$ cat config.mk
export PLATFORM = sky130hd
export DESIGN_NAME = free_running_watchdog
export DESIGN_NICKNAME = d
export VERILOG_FILES = /design/src/rtl/fr_watchdog_pkg.sv /design/src/rtl/pin_sync_if.sv /design/src/rtl/free_running_watchdog.sv /design/src/rtl/pin_sync.sv
export SDC_FILE = /design/constraint.sdc
export NUM_CORES = 1
export LEC_CHECK = 0
export BUFFER_PORTS_ARGS = -buffer_cell sky130_fd_sc_hd__buf_2
export CAP_MARGIN = 20
export CORE_MARGIN = 2
export CORE_UTILIZATION = 60
export CTS_CLUSTER_SIZE = 10
export DETAILED_ROUTE_END_ITERATION = 10
export PLACE_DENSITY = 0.84
export SKIP_LAST_GASP = 1
export SLEW_MARGIN = 0
export SYNTH_ARGS = -nofsm -noshare
export SYNTH_HDL_FRONTEND = slang
export SYNTH_SLANG_ARGS = --single-unit
export TNS_END_PERCENT = 20
$ cat constraint.sdc
create_clock -name clk -period 7.7 [get_ports clk]
set_input_delay 0.385 -clock clk [delete_from_list [all_inputs] [get_ports clk]]
set_output_delay 0.385 -clock clk [all_outputs]
set_load 0.02 [all_outputs]
$ cat src/rtl/fr_watchdog_pkg.sv
/*
  Shared constants for the free-running watchdog: register byte offsets,
  field positions, values after reset and comparison limits.
  Assumes a 32-bit register port with byte addresses on word boundaries.
*/
package fr_watchdog_pkg;

  // Address width of the register port.
  localparam int ADDR_W = 8;

  // Register byte offsets.
  localparam logic [7:0] OFF_CONTROL = 8'h00;
  localparam logic [7:0] OFF_COUNTER = 8'h04;
  localparam logic [7:0] OFF_MATCH = 8'h08;
  localparam logic [7:0] OFF_INTR_STATUS = 8'h0C;
  localparam logic [7:0] OFF_INTR_MASK = 8'h10;
  localparam logic [7:0] OFF_OSC_CONFIG = 8'h14;
  localparam logic [7:0] OFF_CLK_SELECT = 8'h18;

  // Field positions.
  localparam int POS_RESET_EN = 0;
  localparam int POS_LOCK_LO = 30;
  localparam int POS_LOCK_HI = 31;
  localparam int POS_MATCH_LO = 0;
  localparam int POS_MATCH_HI = 15;
  localparam int POS_IGNORE_LO = 16;
  localparam int POS_IGNORE_HI = 19;
  localparam int POS_MATCH_FLAG = 0;
  localparam int POS_OSC_ENABLE = 31;
  localparam int POS_CLK_SEL_LO = 0;
  localparam int POS_CLK_SEL_HI = 1;

  // Lock field write codes.
  localparam logic [1:0] LOCK_CLR_BIT0 = 2'h1;
  localparam logic [1:0] LOCK_CLR_BIT1 = 2'h2;
  localparam logic [1:0] LOCK_SET_BOTH = 2'h3;

  // Values after reset.
  localparam logic [1:0] LOCK_RESET = 2'h3;
  localparam logic [15:0] COUNTER_RESET = 16'h0000;
  localparam logic [15:0] MATCH_RESET = 16'h0000;
  localparam logic [3:0] IGNORE_RESET = 4'h0;
  localparam logic [31:0] OSC_CONFIG_RESET = 32'h8000_0000;
  localparam logic [1:0] CLK_SEL_RESET = 2'h0;
  localparam logic [1:0] MISSED_RESET = 2'h0;

  // Most upper counter bits that the comparison may ignore.
  localparam logic [3:0] IGNORE_MAX = 4'hC;
  // Unserviced match count at which the next match fires a reset.
  localparam logic [1:0] MISSED_LIMIT = 2'h2;

endpackage

$ cat src/rtl/pin_sync_if.sv
/*
  Carrier for a synchronised pin: the settled level and a one-cycle pulse
  on each rising change. Assumes both ends share the system clock.
*/
`timescale 1ns/1ps
interface pin_sync_if;
  // Settled level of the pin.
  logic level;
  // One-cycle pulse when the settled level rises.
  logic rise;
  // Driving end.
  modport src (output level, output rise);
  // Consuming end.
  modport dst (input level, input rise);
endinterface

$ cat src/rtl/free_running_watchdog.sv
/*
  Free-running 16-bit watchdog with match interrupt, third-miss device
  reset and a two-step configuration lock, behind a plain register port.
  Assumes the oscillator and debug pins are asynchronous to clk, and that
  the wake strobe comes from same-clock power control logic.
*/
// Operation
// - Counter advances on oscillator edge when enabled
// - Match never clears counter; wraps naturally
// - Equal compared bits raise match event
// - Every equality, every pass, raises match
// - Match sets flag; write one clears
// - Third unserviced match fires device reset
// - Ignore field removes upper compared bits
// - Ignore above twelve acts as twelve
// - Ignoring bits leaves full counter intact
// - Enable bit gates device reset
// - Lock codes: none, clear0, clear1, set
// - One write locks; two unlock
// - Lock guards enable, match, osc, select
// - Lock engages on reset and wakeup
// - Mask bit forwards interrupt
// - Counter register reads present count
// - Servicing leaves counter value unchanged
// - Debug probe turns reset into interrupt
`timescale 1ns/1ps
module free_running_watchdog
  import fr_watchdog_pkg::*;
#(
  parameter int CNT_W = 16
) (
  input wire logic clk,
  input wire logic sys_rst,
  input wire logic ce,
  input wire logic osc_clk_pin,
  input wire logic debug_probe_pin,
  input wire logic lowpower_wake,
  input wire logic [ADDR_W-1:0] reg_addr,
  input wire logic [31:0] reg_wdata,
  input wire logic reg_wr,
  input wire logic reg_rd,
  output logic [31:0] reg_rdata,
  output logic match_irq,
  output logic device_reset,
  output logic osc_enable,
  output logic [1:0] low_freq_clock_select
);

  // Synchronised oscillator and debug probe pins.
  pin_sync_if osc_sync ();
  pin_sync_if dbg_sync ();

  // Configuration and state registers.
  logic [CNT_W-1:0] count_reg;
  logic [CNT_W-1:0] count_next;
  logic [CNT_W-1:0] match_val_reg;
  logic [3:0] ignore_reg;
  logic reset_en_reg;
  logic [1:0] lock_reg;
  logic [31:0] osc_cfg_reg;
  logic [1:0] clk_sel_reg;
  logic match_flag_reg;
  logic mask_reg;
  logic [1:0] missed_reg;
  logic dbg_force_reg;
  logic device_reset_reg;
  logic [31:0] rdata_reg;
  // Decoded strobes and comparison terms.
  logic locked;
  logic advance;
  logic match_evt;
  logic service;
  logic [CNT_W-1:0] cmp_mask;
  logic fire;

  // Write decode used by every register write process.
  function automatic logic wr_hit(input logic [ADDR_W-1:0] off);
    wr_hit = reg_wr && (reg_addr == off);
  endfunction

  // Catch oscillator rising edges.
  pin_sync osc_pin_sync (
    .clk(clk),
    .sys_rst(sys_rst),
    .ce(ce),
    .pin_in(osc_clk_pin),
    .sync(osc_sync.src)
  );

  // Follow the debug probe presence level.
  pin_sync dbg_pin_sync (
    .clk(clk),
    .sys_rst(sys_rst),
    .ce(ce),
    .pin_in(debug_probe_pin),
    .sync(dbg_sync.src)
  );

  // The lock is engaged whenever either lock bit is set.
  assign locked = |lock_reg;

  // The count only moves while the oscillator is enabled and ticking.
  assign advance = osc_sync.rise && osc_cfg_reg[POS_OSC_ENABLE];
  assign count_next = count_reg + 1'b1;

  // Build the compare mask; large ignore settings saturate at the cap.
  always_comb begin
    logic [3:0] n;
    n = (ignore_reg > IGNORE_MAX) ? IGNORE_MAX : ignore_reg;
    cmp_mask = {CNT_W{1'b1}} >> n;
  end

  // A match is judged on the value the count is stepping to, so each pass
  // through the compare window gives exactly one event.
  assign match_evt = advance &&
    (((count_next ^ match_val_reg) & cmp_mask) == '0);

  // Software services the watchdog by writing one to the match flag.
  assign service = wr_hit(OFF_INTR_STATUS) && reg_wdata[POS_MATCH_FLAG];

  // The third match without service asks for a device reset.
  assign fire = match_evt && (missed_reg == MISSED_LIMIT) && reset_en_reg;

  // Free-running counter; a match never clears it.
  always_ff @(posedge clk) begin
    if (sys_rst) begin
      count_reg <= COUNTER_RESET;
    end else if (ce && advance) begin
      // Wraps from all ones to zero by plain overflow.
      count_reg <= count_next;
    end
  end

  // Lock field. Decisions use the lock state before this write, so one
  // write cannot both unlock and change a guarded bit.
  always_ff @(posedge clk) begin
    if (sys_rst) begin
      lock_reg <= LOCK_RESET;
    end else if (ce) begin
      if (lowpower_wake) begin
        // State is not kept over deep sleep, so it comes back locked.
        lock_reg <= LOCK_RESET;
      end else if (wr_hit(OFF_CONTROL)) begin
        case (reg_wdata[POS_LOCK_HI:POS_LOCK_LO])
          LOCK_CLR_BIT0: begin
            lock_reg[0] <= 1'b0;
          end
          LOCK_CLR_BIT1: begin
            lock_reg[1] <= 1'b0;
          end
          LOCK_SET_BOTH: begin
            lock_reg <= LOCK_SET_BOTH;
          end
          default: begin
            // Code zero leaves the lock alone.
            lock_reg <= lock_reg;
          end
        endcase
      end
    end
  end

  // Guarded configuration; writes under lock are dropped without a trace.
  always_ff @(posedge clk) begin
    if (sys_rst) begin
      reset_en_reg <= 1'b0;
      match_val_reg <= MATCH_RESET;
      ignore_reg <= IGNORE_RESET;
      osc_cfg_reg <= OSC_CONFIG_RESET;
      clk_sel_reg <= CLK_SEL_RESET;
    end else if (ce && !locked) begin
      if (wr_hit(OFF_CONTROL)) begin
        reset_en_reg <= reg_wdata[POS_RESET_EN];
      end
      if (wr_hit(OFF_MATCH)) begin
        match_val_reg <= reg_wdata[POS_MATCH_HI:POS_MATCH_LO];
        ignore_reg <= reg_wdata[POS_IGNORE_HI:POS_IGNORE_LO];
      end
      if (wr_hit(OFF_OSC_CONFIG)) begin
        osc_cfg_reg <= reg_wdata;
      end
      if (wr_hit(OFF_CLK_SELECT)) begin
        clk_sel_reg <= reg_wdata[POS_CLK_SEL_HI:POS_CLK_SEL_LO];
      end
    end
  end

  // Interrupt mask is never guarded by the lock.
  always_ff @(posedge clk) begin
    if (sys_rst) begin
      mask_reg <= 1'b0;
    end else if (ce && wr_hit(OFF_INTR_MASK)) begin
      mask_reg <= reg_wdata[POS_MATCH_FLAG];
    end
  end

  // Match flag. A match in the same cycle as a service write wins, so
  // the event is not lost.
  always_ff @(posedge clk) begin
    if (sys_rst) begin
      match_flag_reg <= 1'b0;
    end else if (ce) begin
      if (match_evt) begin
        match_flag_reg <= 1'b1;
      end else if (service) begin
        match_flag_reg <= 1'b0;
      end
    end
  end

  // Count of matches since the last service. A simultaneous match and
  // service leaves one fresh match on the books.
  always_ff @(posedge clk) begin
    if (sys_rst) begin
      missed_reg <= MISSED_RESET;
    end else if (ce) begin
      if (match_evt && service) begin
        missed_reg <= 2'h1;
      end else if (service) begin
        missed_reg <= MISSED_RESET;
      end else if (match_evt && missed_reg != MISSED_LIMIT) begin
        missed_reg <= missed_reg + 2'h1;
      end
    end
  end

  // Reset request, or with a probe present a forced interrupt instead.
  always_ff @(posedge clk) begin
    if (sys_rst) begin
      device_reset_reg <= 1'b0;
      dbg_force_reg <= 1'b0;
    end else if (ce) begin
      device_reset_reg <= fire && !dbg_sync.level;
      if (fire && dbg_sync.level) begin
        dbg_force_reg <= 1'b1;
      end else if (service) begin
        dbg_force_reg <= 1'b0;
      end
    end
  end

  // Read data stand only in the cycle after the read strobe. Unmapped
  // offsets and reserved bits read as zero.
  always_ff @(posedge clk) begin
    if (sys_rst) begin
      rdata_reg <= 32'h0000_0000;
    end else if (ce) begin
      rdata_reg <= 32'h0000_0000;
      if (reg_rd) begin
        case (reg_addr)
          OFF_CONTROL: begin
            rdata_reg[POS_LOCK_HI:POS_LOCK_LO] <= lock_reg;
            rdata_reg[POS_RESET_EN] <= reset_en_reg;
          end
          OFF_COUNTER: begin
            rdata_reg[CNT_W-1:0] <= count_reg;
          end
          OFF_MATCH: begin
            rdata_reg[POS_IGNORE_HI:POS_IGNORE_LO] <= ignore_reg;
            rdata_reg[POS_MATCH_HI:POS_MATCH_LO] <= match_val_reg;
          end
          OFF_INTR_STATUS: begin
            rdata_reg[POS_MATCH_FLAG] <= match_flag_reg;
          end
          OFF_INTR_MASK: begin
            rdata_reg[POS_MATCH_FLAG] <= mask_reg;
          end
          OFF_OSC_CONFIG: begin
            rdata_reg <= osc_cfg_reg;
          end
          OFF_CLK_SELECT: begin
            rdata_reg[POS_CLK_SEL_HI:POS_CLK_SEL_LO] <= clk_sel_reg;
          end
          default: begin
            rdata_reg <= 32'h0000_0000;
          end
        endcase
      end
    end
  end

  // Outputs. The interrupt is a gated level, not a pulse.
  assign reg_rdata = rdata_reg;
  assign match_irq = match_flag_reg && (mask_reg || dbg_force_reg);
  assign device_reset = device_reset_reg;
  assign osc_enable = osc_cfg_reg[POS_OSC_ENABLE];
  assign low_freq_clock_select = clk_sel_reg;
endmodule

$ cat src/rtl/pin_sync.sv
/*
  Three-stage synchroniser with agreement filter for one pin.
  Assumes the pin is asynchronous to clk and slower than clk / 4, so each level holds for two samples.
*/
`timescale 1ns/1ps
module pin_sync (
  input wire logic clk,
  input wire logic sys_rst,
  input wire logic ce,
  input wire logic pin_in,
  pin_sync_if.src sync
);

  // Synchroniser stages; stage one is read only by stage two.
  logic s1_reg;
  logic s2_reg;
  logic s3_reg;
  // Accepted level and rise pulse.
  logic level_reg;
  logic rise_reg;

  // Shift the pin through three flops.
  always_ff @(posedge clk) begin
    if (sys_rst) begin
      s1_reg <= 1'b0;
      s2_reg <= 1'b0;
      s3_reg <= 1'b0;
    end else if (ce) begin
      s1_reg <= pin_in;
      s2_reg <= s1_reg;
      s3_reg <= s2_reg;
    end
  end

  // A change counts only once stages two and three agree, which filters
  // out a single metastable sample.
  always_ff @(posedge clk) begin
    if (sys_rst) begin
      level_reg <= 1'b0;
      rise_reg <= 1'b0;
    end else if (ce) begin
      rise_reg <= 1'b0;
      if (s2_reg == s3_reg) begin
        level_reg <= s3_reg;
        rise_reg <= s3_reg & ~level_reg;
      end
    end
  end

  assign sync.level = level_reg;
  assign sync.rise = rise_reg;

endmodule

# After elaboration in Yosys (flattened, before gate mapping)

Index checks and enable logic that the tools add are counted.
Widths: inputs -> output; s select.

Shift operators: 1
Equal/unequal tests: 13
$mul: 0
Add/sub/neg operators: 2
Mux-type cells: 19
Bitwise gates (word level): 4
$lt $le $gt $ge: 1
Reduce and logical (&&, ||, !) cells: 42
Div/mod/pow operators: 0

Operators with widths:

| operator              | number |
|---|---|
| $pmux 14 s3           | 1 |
| $mux 32               | 1 |
| $eq 8x5->1 const B    | 3 |
| $logic_and 1x1->1     | 19 |
| $reduce_and 2->1      | 9 |
| $add 16x1->16 const B | 1 |
| $and 16x16->16        | 1 |
| $eq 8x4->1 const B    | 2 |
| $logic_not 16->1      | 1 |
| $shr 16x4->16 const A | 1 |
| $xor 16x16->16        | 1 |
| $mux 10               | 1 |
| $mux 2                | 5 |
| $reduce_bool 3->1     | 3 |
| $eq 8x3->1 const B    | 1 |
| $logic_not 8->1       | 1 |
| $pmux 4 s2            | 1 |
| $pmux 1 s7            | 1 |
| $eq 2x2->1 const B    | 3 |
| $reduce_and 3->1      | 2 |
| $reduce_bool 2->1     | 3 |
| $gt 4x4->1 const B    | 1 |
| $mux 1                | 4 |
| $mux 4                | 1 |
| 12 further kinds      | 15 |

Bits in latches: 0
Memories kept: 0
Logic and storage cells: 105
ROM bits: 0
Memory bits (writable): 0
Input port bits: 48
Output and inout port bits: 37
Register bits: 120

# Longest topological paths before layout

Word-level depth: 11
Depth in mapped cells: 9
Mapped depth without buffers: 8

# Modules after synthesis

A second synthesis with hierarchy kept.

Cell total of the unflattened synthesis: 662
Area, all modules: 5412.7 µm²

By module, submodules not included:

| module                | instances | seq. area each (µm²) | area an instance (µm²) | cells an instance |
|---|---|---|---|---|
| free_running_watchdog | 1         | 2222.1               | 4977.3                 | 622 |
| pin_sync              | 2         | 100.1                | 217.7                  | 20 |

# Worst setup path after synthesis

No wires, ideal clock.

Path kind: flip-flop to flip-flop
From: reg count_reg[0]
To: reg missed_reg[1]
Buffers on the path: 0
Stages on the path, launching flop included: 9
Data required time: 7628 ps
Data arrival time: 2454 ps
Setup slack: 5174 ps
Cells stage by stage: dfxtp_1 -> ha_1 -> xor3_1 -> nor4_2 -> o311ai_1 -> or4b_4 -> or3_4 -> nor3_2 -> mux2i_1

Cells in the longest elaborated chain, start to end: 8
Elaborated cells between the ends (all ways): 10
Classes of those cells: add/sub (1); mux (1); bitwise (2); reduce/logical (6)

Ends and longest elaborated chain:

| what                                 | RTL line                                                   | text |
|---|---|---|
| start, declared                      | free_running_watchdog.sv:54                                | `logic [CNT_W-1:0] count_reg;` |
| start signal, assigned               | free_running_watchdog.sv:130                               | `count_reg <= count_next;` |
| $add 16x1->16 (*)                    | free_running_watchdog.sv:104                               | `assign count_next = count_reg + 1'b1;` |
| $xor 16x16->16 (*)                   | free_running_watchdog.sv:116                               | `(((count_next ^ match_val_reg) & cmp_mask) == '0);` |
| $and 16x16->16 (*)                   | free_running_watchdog.sv:116                               |  |
| $logic_not 16->1 (*)                 | free_running_watchdog.sv:116                               |  |
| $logic_and 1x1->1 (*)                | free_running_watchdog.sv:115                               | `assign match_evt = advance &&` |
| $logic_and 1x1->1 (on tied branches) | free_running_watchdog.sv:217, free_running_watchdog.sv:221 |  |
| $reduce_bool 3->1 (no source line)   | -                                                          |  |
| $reduce_and 2->1 (no source line)    | -                                                          |  |
| end signal, assigned                 | free_running_watchdog.sv:222                               | `missed_reg <= missed_reg + 2'h1;` |
| end, declared                        | free_running_watchdog.sv:64                                | `logic [1:0] missed_reg;` |

Mark *: on every way between the ends. The rest lies on a longest branch, timed or not.
A chain may end at the register's enable or synchronous reset.

# Worst setup path after layout

From: reg count_reg[0]
To: reg device_reset_reg, in the netlist device_reset

Cells in the longest elaborated chain, start to end: 8

Ends and longest elaborated chain:

| what                            | RTL line                     | text |
|---|---|---|
| $add 16x1->16                   | free_running_watchdog.sv:104 |  |
| $xor 16x16->16                  | free_running_watchdog.sv:116 |  |
| $and 16x16->16                  | free_running_watchdog.sv:116 |  |
| $logic_not 16->1                | free_running_watchdog.sv:116 |  |
| $logic_and 1x1->1               | free_running_watchdog.sv:115 |  |
| $logic_and 1x1->1 (2 in series) | free_running_watchdog.sv:122 | `assign fire = match_evt && (missed_reg == MISSED_LIMIT) && reset_en_reg;` |
| $logic_and 1x1->1               | free_running_watchdog.sv:233 | `device_reset_reg <= fire && !dbg_sync.level;` |
| end signal, assigned            | free_running_watchdog.sv:233 |  |
| end, declared                   | free_running_watchdog.sv:66  | `logic device_reset_reg;` |

Every way passes these cells.

==> impl_results.md <==
- Util after Layout: 73.0%
- First-pass iteration count of the detailed router: 5
- Max clock buf depth: 2
- Clock sink count: 120
- Placed insts: 834
- Syn avg cell area: 7.86 um^2
- Setup Skew: 10.1 ps
- Die W: 98.9 um
- CTS tree: built
- WL final: 14.2 mm
- Max cap viols: 0
- Sequential share of the synthesized area: 44.4%
- Worst-Skew Late Latency: 520 ps
- RR Startpoint: count_reg[0]
- Final Cycle Share: 37.4%
- 1st-iter DRT viols: 431
- Setup ws final: 4820 ps
- RSZ-0062 raised after global routing: false
- FILL cells: 642
- Vias in the first global route: 4774
- IO buf count: 84
- CP startpoint kind: flop
- Largest net degree at the start of global routing: 95
- Crit end category: flop
- FP Rows: 34
- Worst slew margin: 37.3%
- WS Path Type: reg -> reg
- Total CTS buffers: 17
- Worst hold-check path type: in -> reg
- Number of synthesized flops with an enable pin: 0
- Via count: 5193
- Die footprint: 9780 um^2
- Beginning of the critical path: count_reg[0]
- Initial Util: 62.0%
- Clk slew on worst S/H paths: 60 ps
- Tmin final: 2880 ps
- DR vias/cell: 5.99
- Number of antenna diodes: 0
- Area Overhead vs Synth: 17.8%
- Synth async-reset ratio: 0%
- Fin Setup TNS: 0 ps
- Final #Nets: 796
- Most frequent cells in the layout: nand2_1 (154), dfxtp_1 (120), a21oi_1 (103), buf_2 (83), nor2_1 (58)
- WL per Instance: 16.4 um
- HP Start: reg_wdata[28]
- Remaining antenna violation count after routing: 0
- Hold Violations, Final: 0
- Net count after synthesis: 738
- Core area: 8720 um^2
- Worst EP required: 8110 ps
- DRC Markers: 0
- Synth Register Bits: 120
- GR Overflow Total: 0
- Fraction of layout instances using a drive strength above 1: 17.3%
- FF/Latch Area: 2400 um^2
- Syn Inst Count: 688
- CP arrival: 3290 ps
- Pleak: 2.35 nW
- Post-DP HPWL: 9.42 mm
- Cell Count, Final, Fillers Out: 867
- Setup slack at placement: 4600 ps
- Most common cell after layout, fill and taps aside: nand2_1
- Outcome: finished, final reports clean
- Fmax: 347 MHz
- Critical Path Fanout Max: 13
- Worst vdd ir: 0.169 mV
- Synth warn: 0
- Area of the multi-input gates: 2760 um^2
- PwrDens: 220 nW/um^2
- Reg2reg setup slack: 4820 ps
- Post-cts gate resize count: 0
- CTS root buf: clkbuf_8
- Hold Buf Count CTS: 0
- Post-synth cell types: 49
- Postcts setup bufs: 0
- DIE HEIGHT: 98.9 um
- Io pins: 85
- Final setup fails: 0
- Synth Flop Type: dfxtp_1
- Slew @ Worst Pin: 940 ps
- First-pass GRT wire length: 23.3 mm
- Final Max Tran Viols: 0
- Area of the mapped netlist: 5410 um^2
- GRT Util Overall: 29.3%
- Placer Congestion: 0.876
- Initial antenna violation count: 0
- H-tree depth: 4
-- worst paths after layout --
check | to | cells after the start
worst max-delay path | device_reset | 8
worst min-delay path | osc_cfg_reg[28] | 3
worst max register to register | device_reset | 8
worst min register to register | osc_cfg_reg[29] | 2
-- per-layer routing --
| layer | vias to the layer above | global-route usage, % | share of wire [%] |
|---|---|---|---|
| met4 | 0 | 9.59 | 2.1 |
| met5 | - | 0 | 0 |
| met1 | 2441 | 40.3 | 44 |
| li1 | 2487 | - | - |
| met2 | 226 | 45.6 | 46 |
| met3 | 39 | 7.23 | 7.4 |
-- critical path, cell delays in order, from the launching register on --
cell and delay, ps:
dfxtp_1 440, ha_1 240, nand3_1 390, xnor2_1 300, a21oi_1 60, or4b_4 560
nor3_2 310, nand2_1 160, o41ai_1 320
-- per-stage QoR --
stage                     instance area (um^2)  total power [mW]  hold WS (ps)
after detailed placement                  5800             0.676           448
after global placement                    5800             0.675           442
after floorplan                           5410             0.656           421
after CTS                                 6360              1.40          99.6
final                                     6370              1.40           103
after global routing                      6370              1.44           109
-- cell usage after synthesis (all sizes together) (11+ instances only) --
cell type / n / area, um^2
nand2: 154 / 578
xor2: 11 / 96.3
o21ai: 12 / 60.1
dfxtp: 120 / 2400
nor3: 17 / 95.1
xnor2: 23 / 201
a22oi: 32 / 240
a21oi: 103 / 515
nand3: 18 / 90.1
clkbuf: 43 / 161
nor2: 58 / 218
-- report_power, final --
part	switching, mW	internal (mW)	leakage [nW]
Combinational	0.0268	0.0134	1.12
Clock	0.307	0.433	0.258
Sequential	0.000803	0.622	0.967
-- kinds of logic (layout without fill, tap and decap cells) --
family                   count (synthesis)  count (layout)  synth area share (%)
flip-flops                             120             120                  44.4
XOR/XNOR                                35              35                  5.95
multiplexers                            12              12                  2.48
AO/OA/AOI/OAI                          167             167                  18.1
adder cells (fa/ha/maj)                  2               2                 0.463
buffers and inverters                   60             131                  4.47
AND/OR/NAND/NOR                        292             292                  24.1
-- final cells by class --
class	instances	area share [%]
tap	108	2.12
inverter	7	0.412
sequential	120	37.7
clock inverter	15	2.24
timing repair buffer	92	7.66
multi-input combinational	508	43.4
clock buffer	17	6.50
No activity file was read; power rests on OpenSTA's default activity.
